<file path="config.mk">
export PLATFORM = sky130hd
export DESIGN_NAME = adc_sequence_format_control
export DESIGN_NICKNAME = d
export VERILOG_FILES = /design/src/adc_seq_pkg.sv /design/src/trigger_detect.sv /design/src/adc_sequence_format_control.sv
export VERILOG_INCLUDE_DIRS = /design/src
export SDC_FILE = /design/constraint.sdc
export NUM_CORES = 1
export LEC_CHECK = 0
export BUFFER_PORTS_ARGS = -buffer_cell sky130_fd_sc_hd__buf_4
export CORE_MARGIN = 2
export CORE_UTILIZATION = 45
export DETAILED_ROUTE_END_ITERATION = 8
export RECOVER_POWER = 100
export SLEW_MARGIN = 10
export SYNTH_ARGS = -nofsm -noshare
export SYNTH_HDL_FRONTEND = slang
export SYNTH_SLANG_ARGS = --single-unit
</file>
<file path="constraint.sdc">
create_clock -name clk -period 3.9 [get_ports clk]
set_input_delay 0.585 -clock clk [delete_from_list [all_inputs] [get_ports clk]]
set_output_delay 0.585 -clock clk [all_outputs]
set_load 0.01 [all_outputs]
</file>
<file path="src/adc_seq_cfg.svh">
// register offsets, field positions, reset values and timing counts
// assumes inclusion by bare name from the package and the design modules
`ifndef ADC_SEQ_CFG_SVH
`define ADC_SEQ_CFG_SVH

// apb byte addresses
`define OFF_CTL2            12'h000
`define OFF_FORMAT          12'h004
`define OFF_START           12'h008
`define OFF_STATUS          12'h00c
`define OFF_COMPARE         12'h010
`define OFF_RESULT_BASE     12'h040

// control-2 fields (trigger)
`define CTL2_TRIG_ENABLE    2
`define CTL2_TRIG_POLARITY  3
`define CTL2_TRIG_LEVEL     4
`define CTL2_RESET          8'h00

// format control fields
`define FMT_JUSTIFY         7
`define FMT_LEN_HI          6
`define FMT_LEN_LO          3
`define FMT_RING            2
`define FMT_FRZ_HI          1
`define FMT_FRZ_LO          0
`define FMT_RESET           8'h20

// start register fields
`define START_SCAN          5

// compare register fields
`define CMP_IRQ_ENABLE      12

// result file
`define RESULT_COUNT        12
`define RESULT_WIDTH        10
`define LEN_MAX             4'hc

// conversion timing: time per conversion in ns, and cycles at 100 ns
`define CONV_TIME_NS        1400
`define CLK_PERIOD_NS       100
`define CONV_CYCLES         ((`CONV_TIME_NS + `CLK_PERIOD_NS - 1) / `CLK_PERIOD_NS)

`endif

</file>
<file path="src/adc_seq_pkg.sv">
// types for the converter sequencing block
// assumes adc_seq_cfg.svh alongside
`include "adc_seq_cfg.svh"

package adc_seq_pkg;

    // sequencer states
    typedef enum logic [1:0] {
        SEQ_IDLE,
        SEQ_CONVERT,
        SEQ_FROZEN
    } seq_state_type;

    // freeze reaction codes
    typedef enum logic [1:0] {
        FRZ_CONTINUE = 2'b00,
        FRZ_RESERVED = 2'b01,
        FRZ_FINISH   = 2'b10,
        FRZ_NOW      = 2'b11
    } freeze_type;

endpackage : adc_seq_pkg

</file>
<file path="src/trigger_detect.sv">
// external trigger sensitivity detector
// assumes trigger input is synchronous to clk
`timescale 1ns/1ns

module trigger_detect
    import adc_seq_pkg::*;
(
    input  wire logic clk,
    input  wire logic rst_n,
    input  wire logic trigger_in,           // external trigger line
    input  wire logic trigger_level_select, // 1 = level sensitive
    input  wire logic trigger_polarity,     // 1 = rising / high
    output logic      trigger_hit           // registered trigger event
);

    logic trigger_last_reg; // previous trigger sample

    ////////////////////////////////////////////////////////////////////////////
    // previous sample for edge detection
    always_ff @(posedge clk) begin
        if (!rst_n) begin
            trigger_last_reg <= 1'b0;
        end else begin
            trigger_last_reg <= trigger_in;
        end
    end

    ////////////////////////////////////////////////////////////////////////////
    // four sensitivity combinations
    always_ff @(posedge clk) begin
        if (!rst_n) begin
            trigger_hit <= 1'b0;
        end else begin
            unique case ({trigger_level_select, trigger_polarity})
                2'b00: trigger_hit <= trigger_last_reg & ~trigger_in;
                2'b01: trigger_hit <= ~trigger_last_reg & trigger_in;
                2'b10: trigger_hit <= ~trigger_in;
                2'b11: trigger_hit <= trigger_in;
            endcase
        end
    end

endmodule : trigger_detect

</file>
<file path="src/adc_sequence_format_control.sv">
// converter sequencing and result-format control with apb registers
// assumes an apb master on clk, a converter core that answers conv_done
// with conv_data, and a synchronous trigger and freeze request
`timescale 1ns/1ns
`include "adc_seq_cfg.svh"

module adc_sequence_format_control
    import adc_seq_pkg::*;
(
    input  wire logic        clk,
    input  wire logic        rst_n,
    input  wire logic        psel,
    input  wire logic        penable,
    input  wire logic        pwrite,
    input  wire logic [11:0] paddr,
    input  wire logic [31:0] pwdata,
    output logic             pready,
    output logic [31:0]      prdata,
    output logic             pslverr,
    input  wire logic        trigger_in,
    input  wire logic        freeze_req,
    input  wire logic        conv_done,
    input  wire logic [9:0]  conv_data,
    output logic             conv_start,
    output logic             seq_active,
    output logic             seq_complete,
    output logic             compare_irq
);

    ////////////////////////////////////////////////////////////////////////////
    // storage
    logic [7:0]  ctl2_reg;                       // trigger control
    logic [7:0]  sequence_format_control;        // format control
    logic [7:0]  start_reg;                      // sequence start
    logic [12:0] compare_reg;                    // per-conv enables + irq enable
    logic [15:0] result_mem [`RESULT_COUNT];     // result file
    logic [3:0]  result_slot_counter;            // next result slot
    logic [3:0]  conv_count_reg;                 // conversions done in sequence
    logic        armed_reg;                      // start written, trigger allowed
    logic        finish_freeze_reg;              // freeze after current conversion
    seq_state_type state_reg;                    // sequencer state
    logic        trigger_hit;                    // trigger event
    logic        fmt_write;                      // format register write
    logic        start_write;                    // start register write
    logic        abort;                          // any abort
    logic        conv_end;                       // conversion finishing
    logic [3:0]  seq_len;                        // decoded length
    logic        ring_mode;                      // ring placement
    logic [15:0] justified;                      // formatted result
    logic        scan_mode;                      // continuous sequences
    logic        frozen_now;                     // freeze holds progress

    // length decode, used for sequence end and status
    function automatic logic [3:0] decode_len(input logic [3:0] code);
        if (code == 4'h0 || code > 4'hb) begin
            decode_len = `LEN_MAX;
        end else begin
            decode_len = code;
        end
    endfunction : decode_len

    // apb access qualifier, used for several registers
    function automatic logic bus_write(input logic [11:0] addr, input logic [11:0] off);
        bus_write = psel && penable && pwrite && (addr == off);
    endfunction : bus_write

    assign fmt_write   = bus_write(paddr, `OFF_FORMAT);
    assign start_write = bus_write(paddr, `OFF_START);
    assign abort       = fmt_write || bus_write(paddr, `OFF_CTL2) || start_write;
    assign seq_len     = decode_len(sequence_format_control[`FMT_LEN_HI:`FMT_LEN_LO]);
    assign ring_mode   = sequence_format_control[`FMT_RING];
    assign scan_mode   = start_reg[`START_SCAN] && !ctl2_reg[`CTL2_TRIG_ENABLE];
    assign conv_end    = (state_reg == SEQ_CONVERT) && conv_done && !frozen_now;

    // freeze reaction
    always_comb begin
        unique case (freeze_type'(sequence_format_control[`FMT_FRZ_HI:`FMT_FRZ_LO]))
            FRZ_NOW:  frozen_now = freeze_req;
            default:  frozen_now = 1'b0;            // continue, finish handled apart
        endcase
    end

    // justification: left puts msb at bit 15
    always_comb begin
        if (sequence_format_control[`FMT_JUSTIFY]) begin
            justified = {6'h00, conv_data};
        end else begin
            justified = {conv_data, 6'h00};
        end
    end

    ////////////////////////////////////////////////////////////////////////////
    // trigger sensing on control-2 bits
    trigger_detect u_trigger (
        .clk                  (clk),
        .rst_n                (rst_n),
        .trigger_in           (trigger_in),
        .trigger_level_select (ctl2_reg[`CTL2_TRIG_LEVEL]),
        .trigger_polarity     (ctl2_reg[`CTL2_TRIG_POLARITY]),
        .trigger_hit          (trigger_hit)
    );

    ////////////////////////////////////////////////////////////////////////////
    // software registers
    always_ff @(posedge clk) begin
        if (!rst_n) begin
            ctl2_reg                <= `CTL2_RESET;
            sequence_format_control <= `FMT_RESET;
            start_reg               <= 8'h00;
            compare_reg             <= 13'h0000;
        end else begin
            if (bus_write(paddr, `OFF_CTL2)) begin
                ctl2_reg <= pwdata[7:0];
            end
            if (fmt_write) begin
                sequence_format_control <= pwdata[7:0];
            end
            if (start_write) begin
                start_reg <= pwdata[7:0];
            end
            if (bus_write(paddr, `OFF_COMPARE)) begin
                compare_reg <= pwdata[12:0];
            end
        end
    end

    ////////////////////////////////////////////////////////////////////////////
    // sequencer state machine
    always_ff @(posedge clk) begin
        if (!rst_n) begin
            state_reg         <= SEQ_IDLE;
            armed_reg         <= 1'b0;
            finish_freeze_reg <= 1'b0;
            conv_count_reg    <= 4'h0;
        end else if (abort) begin
            // start write restarts, other writes just stop
            state_reg         <= SEQ_IDLE;
            armed_reg         <= start_write;
            finish_freeze_reg <= 1'b0;
            conv_count_reg    <= 4'h0;
        end else begin
            unique case (state_reg)
                SEQ_IDLE: begin
                    // a leftover finish request would freeze a triggered restart
                    finish_freeze_reg <= 1'b0;
                    if (armed_reg && (!ctl2_reg[`CTL2_TRIG_ENABLE] || trigger_hit)) begin
                        state_reg      <= SEQ_CONVERT;
                        conv_count_reg <= 4'h0;
                        armed_reg      <= ctl2_reg[`CTL2_TRIG_ENABLE];
                    end
                end
                SEQ_CONVERT: begin
                    if (freeze_req && sequence_format_control[`FMT_FRZ_HI]
                        && !sequence_format_control[`FMT_FRZ_LO]) begin
                        finish_freeze_reg <= 1'b1;
                    end
                    if (frozen_now) begin
                        state_reg <= SEQ_FROZEN;
                    end else if (conv_end) begin
                        if (finish_freeze_reg || (freeze_req && sequence_format_control[`FMT_FRZ_HI])) begin
                            state_reg <= SEQ_FROZEN;
                        end
                        if (conv_count_reg + 4'h1 >= seq_len) begin
                            conv_count_reg <= 4'h0;
                            if (!scan_mode) begin
                                state_reg <= SEQ_IDLE;
                            end
                        end else begin
                            conv_count_reg <= conv_count_reg + 4'h1;
                        end
                    end
                end
                SEQ_FROZEN: begin
                    if (!freeze_req) begin
                        state_reg         <= SEQ_CONVERT;
                        finish_freeze_reg <= 1'b0;
                    end
                end
            endcase
        end
    end

    ////////////////////////////////////////////////////////////////////////////
    // result slot counter
    always_ff @(posedge clk) begin
        if (!rst_n) begin
            result_slot_counter <= 4'h0;
        end else if (abort) begin
            result_slot_counter <= 4'h0;
        end else if (state_reg == SEQ_IDLE && armed_reg && !ring_mode
                     && (!ctl2_reg[`CTL2_TRIG_ENABLE] || trigger_hit)) begin
            result_slot_counter <= 4'h0;
        end else if (conv_end) begin
            if (!ring_mode && conv_count_reg + 4'h1 >= seq_len) begin
                result_slot_counter <= 4'h0;
            end else if (result_slot_counter == `LEN_MAX - 4'h1) begin
                result_slot_counter <= 4'h0;
            end else begin
                result_slot_counter <= result_slot_counter + 4'h1;
            end
        end
    end

    ////////////////////////////////////////////////////////////////////////////
    // result file write
    always_ff @(posedge clk) begin
        if (conv_end) begin
            result_mem[result_slot_counter] <= justified;
        end
    end

    ////////////////////////////////////////////////////////////////////////////
    // converter strobes and compare event
    always_ff @(posedge clk) begin
        if (!rst_n) begin
            conv_start   <= 1'b0;
            seq_active   <= 1'b0;
            seq_complete <= 1'b0;
            compare_irq  <= 1'b0;
        end else begin
            conv_start   <= !abort && (state_reg == SEQ_IDLE) && armed_reg
                            && (!ctl2_reg[`CTL2_TRIG_ENABLE] || trigger_hit);
            seq_active   <= state_reg != SEQ_IDLE;
            seq_complete <= conv_end && !abort && (conv_count_reg + 4'h1 >= seq_len);
            // compare result flag; ring mode masks the flag and leaves the enables unchanged
            compare_irq  <= conv_end && !abort && !ring_mode
                            && compare_reg[`CMP_IRQ_ENABLE]
                            && compare_reg[conv_count_reg];
        end
    end

    ////////////////////////////////////////////////////////////////////////////
    // apb slave: zero wait states, unmapped reads zero with error
    always_ff @(posedge clk) begin
        if (!rst_n) begin
            pready  <= 1'b0;
            prdata  <= 32'h0000_0000;
            pslverr <= 1'b0;
        end else begin
            pready  <= psel && !penable;
            pslverr <= 1'b0;
            prdata  <= 32'h0000_0000;
            if (psel && !penable) begin
                if (paddr == `OFF_CTL2) begin
                    prdata <= {24'h000000, ctl2_reg};
                end else if (paddr == `OFF_FORMAT) begin
                    prdata <= {24'h000000, sequence_format_control};
                end else if (paddr == `OFF_START) begin
                    prdata <= {24'h000000, start_reg};
                end else if (paddr == `OFF_STATUS) begin
                    prdata <= {16'h0000, seq_len, 3'h0, state_reg != SEQ_IDLE,
                               4'h0, result_slot_counter};
                end else if (paddr == `OFF_COMPARE) begin
                    prdata <= {19'h00000, compare_reg};
                end else if (paddr >= `OFF_RESULT_BASE
                             && paddr < `OFF_RESULT_BASE + 12'h030 && paddr[1:0] == 2'b00) begin
                    prdata <= {16'h0000, result_mem[4'(paddr[5:2])]};
                end else begin
                    pslverr <= 1'b1;
                end
            end
        end
    end

endmodule : adc_sequence_format_control

</file>
# Yosys cells after proc, flatten, opt, wreduce, memory -nomap -nowiden
# Memories as Yosys holds them, arrays and structs flattened.
# Cells that the tools add are included.
# op_classes
add_sub_neg,2
n_mul,0
n_div,0
n_lt_le_gt_ge,5
eq_ne,17
shifts,0
muxes,36
n_bitwise,6
n_reduce_logical,57
# op_table
cell,count
$mux W16,4
$mux W4,7
$logic_and A1 B1 Y1,27
$eq A12 B4 Y1 const B,2
$mux W8,3
$mux W2,7
$eq A12 B3 Y1 const B,1
$eq A12 B5 Y1 const B,1
$ge A12 B7 Y1 const B,1
$logic_not A12 Y1,1
$lt A12 B7 Y1 const B,1
$mux W1,10
$add A4 B1 Y4 const B,2
$eq A2 B2 Y1 const B,4
$ne A2 B2 Y1 const B,4
$pmux W4 S2,1
$reduce_bool A2 Y1,4
$reduce_or A7 Y1,1
$logic_not A1 Y1,6
$logic_not A2 Y1,3
$pmux W2 S3,1
$reduce_and A2 Y1,3
$reduce_or A6 Y1,1
$logic_or A1 B1 Y1,5
other kinds (18),23
# word_totals
reg_bits,89
latchBits,0
mem_bits_rw,192
romBits,0
input_bits,62
out_inout_bits,38
elab_cells,145
mem_count,1
# memory_table
name,words,width,read_ports,rd_clocked_by_memory_dff,write_ports,line_no,text
result_mem,12,16,1,0,1,adc_sequence_format_control.sv:36,logic [15:0] result_mem [`RESULT_COUNT];

# Logic depth before layout (Yosys ltp)
# logic_depth
ltp_word,10
mapped_depth,9
depth_no_buf,8

# By module
# Synthesis repeated with hierarchy kept, for this count alone.
# unflattened
hier_cells,789
area_unflattened_um2,11270.8
# modules_own_cells
module,instances,cells_per_inst,area_per_inst_um2,seq_area_each_um2
adc_sequence_format_control,1,781,11197.0,7186.9
trigger_detect,1,8,73.8,40.0

# Least setup slack after synthesis
# Ideal clock, no wire load.
# synth_timing
kind,input to register
startpoint,in conv_done
endpoint,reg result_slot_counter[2]
setup_ps,71
arrival_ps,2902
required_ps,3829
setup_slack_ps,928
cell_stages,5
n_path_buf,0
path_cell_list,and3b_1 > nand2_1 > nor4_1 > o21ai_0 > a21oi_1
# synth_via
elab_chain_cells,2
# synth_rtl
element,line_no,text
start: declaration,adc_sequence_format_control.sv:22,"input wire logic conv_done,"
$logic_and A1 B1 Y1 (2 in series),adc_sequence_format_control.sv:73,assign conv_end = (state_reg == SEQ_CONVERT) && conv_done && !frozen_now;
end signal: assignment,adc_sequence_format_control.sv:199,result_slot_counter <= result_slot_counter + 4'h1;
end: declaration,adc_sequence_format_control.sv:37,logic [3:0] result_slot_counter;
# No other way between the ends.
# A chain may end at the register's enable or synchronous reset.

# Worst setup path after layout
# layout_timing
startpoint,reg state_reg[0]
endpoint,"mem result_mem[6][9], enable pin"
# layout_via
elab_chain_cells,5
# layout_rtl
element,line_no,text
start: declaration,adc_sequence_format_control.sv:41,seq_state_type state_reg;
start signal: assignment,adc_sequence_format_control.sv:131,state_reg <= SEQ_IDLE;
start signal: assignment,adc_sequence_format_control.sv:137,state_reg <= SEQ_IDLE;
start signal: assignment,adc_sequence_format_control.sv:147,state_reg <= SEQ_CONVERT;
$eq A2 B1 Y1,adc_sequence_format_control.sv:73,
$logic_and A1 B1 Y1 (2 in series),adc_sequence_format_control.sv:73,
$mux W1,adc_sequence_format_control.sv:207,if (conv_end) begin
$mux W1 (implied by the code),adc_sequence_format_control.sv:208,result_mem[result_slot_counter] <= justified;
end: declaration,adc_sequence_format_control.sv:36,
# No other way between the ends.

==> qor.log <==
qor: detailed_routing.routed_wirelength 27910 um
qor: clock_network.htree_num_levels 1
qor: sta.fin_worst_hold_slack 0.2885 ns
qor: placed_design.placement.setup.worst_slack 0.9193 ns
qor: sta.min_setup_slack_post_route 0.9134 ns
qor: global_route.global_route.usage.met3 3.192%
qor: die.chipWidth 162.0 um
qor: logic_synthesis.async_reset_ff_share 0%
qor: final_layout.syn2layout_area_growth 13.04%
qor: sta.final.setup.tns 0 ns
qor: die.initial_utilization 46.05%
qor: logic_synthesis.synth.distinct_cells 62
qor: final_layout.num-nets-final 932
qor: final_layout.post_route_cells_drive_above_1_share 16.10%
qor: die.fp.dieArea 26240 um^2
qor: final_layout.antenna_cells 0
qor: logic_synthesis.netlist.top_cell.by_area sky130_fd_sc_hd__edfxtp_1
qor: sta.layout_min_cycle_time 2.987 ns
qor: logic_synthesis.ys_top_cells_by_area sky130_fd_sc_hd__edfxtp_1, sky130_fd_sc_hd__dfxtp_1, sky130_fd_sc_hd__mux4_2, sky130_fd_sc_hd__mux2i_1, sky130_fd_sc_hd__nand2_1
qor: sta.finalSetupViolCount 0
qor: setup_path.timing.setup.critical_path_class flop to flop
qor: power_and_ir_drop.cellLeakagePower 4.246 nW
qor: logic_synthesis.synthesis.area 11230 um^2
qor: logic_synthesis.synth-seq-area-share 64.34%
qor: die.die_height 162.0 um
qor: setup_path.required 4.04 ns
qor: clock_network.post_cts_buffers 0
qor: sta.max_slew_margin -8.183%
qor: power_and_ir_drop.ir_worst_vdd 0.4444 mV
qor: global_route.largest_net_degree_at_the_start_of_global_routing 53
qor: status.violations_in_the_final_reports capacitance limit, slew limit
qor: logic_synthesis.synthesis.area_per_instance 14.16 um^2
qor: logic_synthesis.warnings_synthesis 0
qor: worst_hold_path.min_delay_worst_type input port to flop
qor: global_route.grt_first_pass_wirelength 42330 um
qor: clock_network.cts_max_path_buffers 3
qor: clock_network.postCtsResizedCells 0
qor: placed_design.gpl.final_weighted_congestion 0.8863
qor: logic_synthesis.synth_seq_cells 265
qor: sta.achievable-frequency 0.3348 GHz
qor: sta.timing.clock.skew 0.01219 ns
qor: final_layout.n_fill_cell 2112
qor: clock_network.cts_made_buffers 28
qor: global_route.global_route.usage.met2 36.23%
qor: logic_synthesis.synth_top_flop_cell sky130_fd_sc_hd__edfxtp_1
qor: detailed_routing.vias 6858
qor: logic_synthesis.synth.most_common_cell sky130_fd_sc_hd__edfxtp_1
qor: global_route.grt.met1_usage 29.63%
qor: power_and_ir_drop.power-per-cell-area 451.9 nW/um^2
qor: detailed_routing.antenna_left 0
qor: setup_path.critPathArrivalTime 3.13 ns
qor: clock_network.cts_tree done
qor: status.status finished with violations
qor: logic_synthesis.synthTopCellsByCount sky130_fd_sc_hd__edfxtp_1, sky130_fd_sc_hd__nand2_1, sky130_fd_sc_hd__dfxtp_1
qor: die.ios 100
qor: sta.timing.final.crit_share 76.58%
qor: setup_path.cp-end-kind flop
qor: detailed_routing.drt_first_pass_iters 5
qor: global_route.grt.busiest_layer met2
qor: logic_synthesis.synth-edff-count 192
qor: logic_synthesis.syn-instance-count 793
qor: placed_design.buffer_ports.inserted 64
qor: global_route.overflow_after_grt 0
qor: setup_path.critPathLaunchType flop
qor: clock_network.clock_sinks 265
qor: clock_network.clk_transition_reported_paths 0.06 ns
qor: sta.rsz_0062_raised_after_global_routing false
qor: logic_synthesis.synth_top_cell_area_share 51.33%
qor: setup_path.crit_fanout 16
qor: global_route.initial_antenna_violation_count 0
qor: sta.finalMaxSlewViolations 44
qor: sta.finalHoldViolations 0
qor: global_route.grt_pass1_vias 7028
qor: clock_network.post_cts_hold_buffer_count 0
qor: sta.worstMarginPinSlew 1.623 ns
qor: final_layout.largest_register_ff_count 192
qor: detailed_routing.drcViolationCount 0
qor: clock_network.clock-root-buffer sky130_fd_sc_hd__clkbuf_16
qor: placed_design.post-dp-hpwl 18320 um
qor: run.max_cap_violations 1
qor: global_route.global_route.usage.total 21.43%
qor: detailed_routing.drt-wirelength-per-cell 23.14 um
qor: die.core-area 24390 um^2
qor: detailed_routing.dr.first_iter.drc_count 467
qor: die.rows 57
qor: detailed_routing.viasPerCell 5.687
qor: clock_network.clk-insertion-delay-late 0.54 ns
[logic make-up after synthesis]
family | after synthesis | synth area share, %
other cells | 1 | 0.03339
compound gates | 131 | 8.310
mux | 98 | 12.68
xor+xnor | 2 | 0.1560
simple gates | 224 | 10.44
fa+ha+maj | 9 | 1.003
flops | 265 | 64.34
buf+inv | 63 | 3.041
[metal layers]
layer | wire length (um) | part of all wire, %
met5 | 0 | 0
met4 | 498 | 1.8
met2 | 13610 | 49
met3 | 1573 | 5.6
met1 | 12230 | 44
[critical path, cell delays in order (launching register included)]
cell	delay, ns
sky130_fd_sc_hd__dfxtp_1	0.43
sky130_fd_sc_hd__and3b_1	0.22
sky130_fd_sc_hd__nand2_1	0.24
sky130_fd_sc_hd__nor3b_1	0.51
sky130_fd_sc_hd__and2_0	0.19
sky130_fd_sc_hd__clkbuf_1	0.99
[layout make-up]
| class | instances | area (um^2) | share of cell area [%] |
|---|---|---|---|
| Timing Repair Buffer | 81 | 490.5 | 3.863 |
| Multi-Input combinational cell | 480 | 3679 | 28.97 |
| Clock buffer | 36 | 758.2 | 5.972 |
| Clock inverter | 15 | 118.9 | 0.9361 |
| Tap cell | 324 | 405.4 | 3.193 |
| Sequential cell | 265 | 7227 | 56.92 |
| Inverter | 5 | 18.77 | 0.1478 |
[through the flow]
stage,total power [mW],utilization (%),cells,instance area [um^2]
floorplan,3.229,-,808,11290
global placement,3.309,49.19,1155,12000
detailed placement,3.314,49.19,1155,12000
CTS,5.793,52.79,1206,12870
global route,5.918,52.06,1206,12700
finish,5.738,52.06,1206,12700
[worst paths after layout]
| check | slack [ns] | endpoint | startpoint | cells after the start |
|---|---|---|---|---|
| setup / recovery | 0.91 | result_mem[6][9]$_DFFE_PP_ | state_reg[0]$_SDFFE_PP0P_ | 5 |
| hold / removal | 0.29 | u_trigger.trigger_last_reg$_SDFF_PN0_ | trigger_in | 2 |
| setup reg to reg | 0.91 | result_mem[6][9]$_DFFE_PP_ | state_reg[0]$_SDFFE_PP0P_ | 5 |
| hold reg to reg | 0.46 | ctl2_reg[0]$_SDFFE_PN0P_ | ctl2_reg[0]$_SDFFE_PN0P_ | 2 |
[power breakdown]
group	total, mW	switching, mW	internal (mW)
registers	3.00	0.000611	3.00
clock network	2.49	1.04	1.44
logic	0.246	0.144	0.101
[layout by cell type, fill, tap and decap left out, types with 5 or more instances in the layout]
master                        n
sky130_fd_sc_hd__mux2_2      10
sky130_fd_sc_hd__inv_1        5
sky130_fd_sc_hd__clkinv_2     8
sky130_fd_sc_hd__and2_1       7
sky130_fd_sc_hd__nor3b_1      5
sky130_fd_sc_hd__nand2_1     80
sky130_fd_sc_hd__o22ai_1      8
sky130_fd_sc_hd__mux2i_1     50
sky130_fd_sc_hd__a2bb2oi_1    6
sky130_fd_sc_hd__clkbuf_1    38
sky130_fd_sc_hd__buf_4       45
sky130_fd_sc_hd__conb_1      16
sky130_fd_sc_hd__nor2b_1     27
sky130_fd_sc_hd__nand2b_1     8
sky130_fd_sc_hd__and2_0      16
sky130_fd_sc_hd__a221oi_1     7
sky130_fd_sc_hd__nor2_1      28
sky130_fd_sc_hd__a21oi_1     24
sky130_fd_sc_hd__nand3_1     12
sky130_fd_sc_hd__clkbuf_16   29
sky130_fd_sc_hd__dfxtp_1     73
sky130_fd_sc_hd__ha_1         9
sky130_fd_sc_hd__edfxtp_1   192
sky130_fd_sc_hd__a22oi_1     15
sky130_fd_sc_hd__nor3_1      18
sky130_fd_sc_hd__a21boi_0    24
sky130_fd_sc_hd__mux4_2      34
sky130_fd_sc_hd__o21ai_0     11
Power figures use the tool's default switching activity.
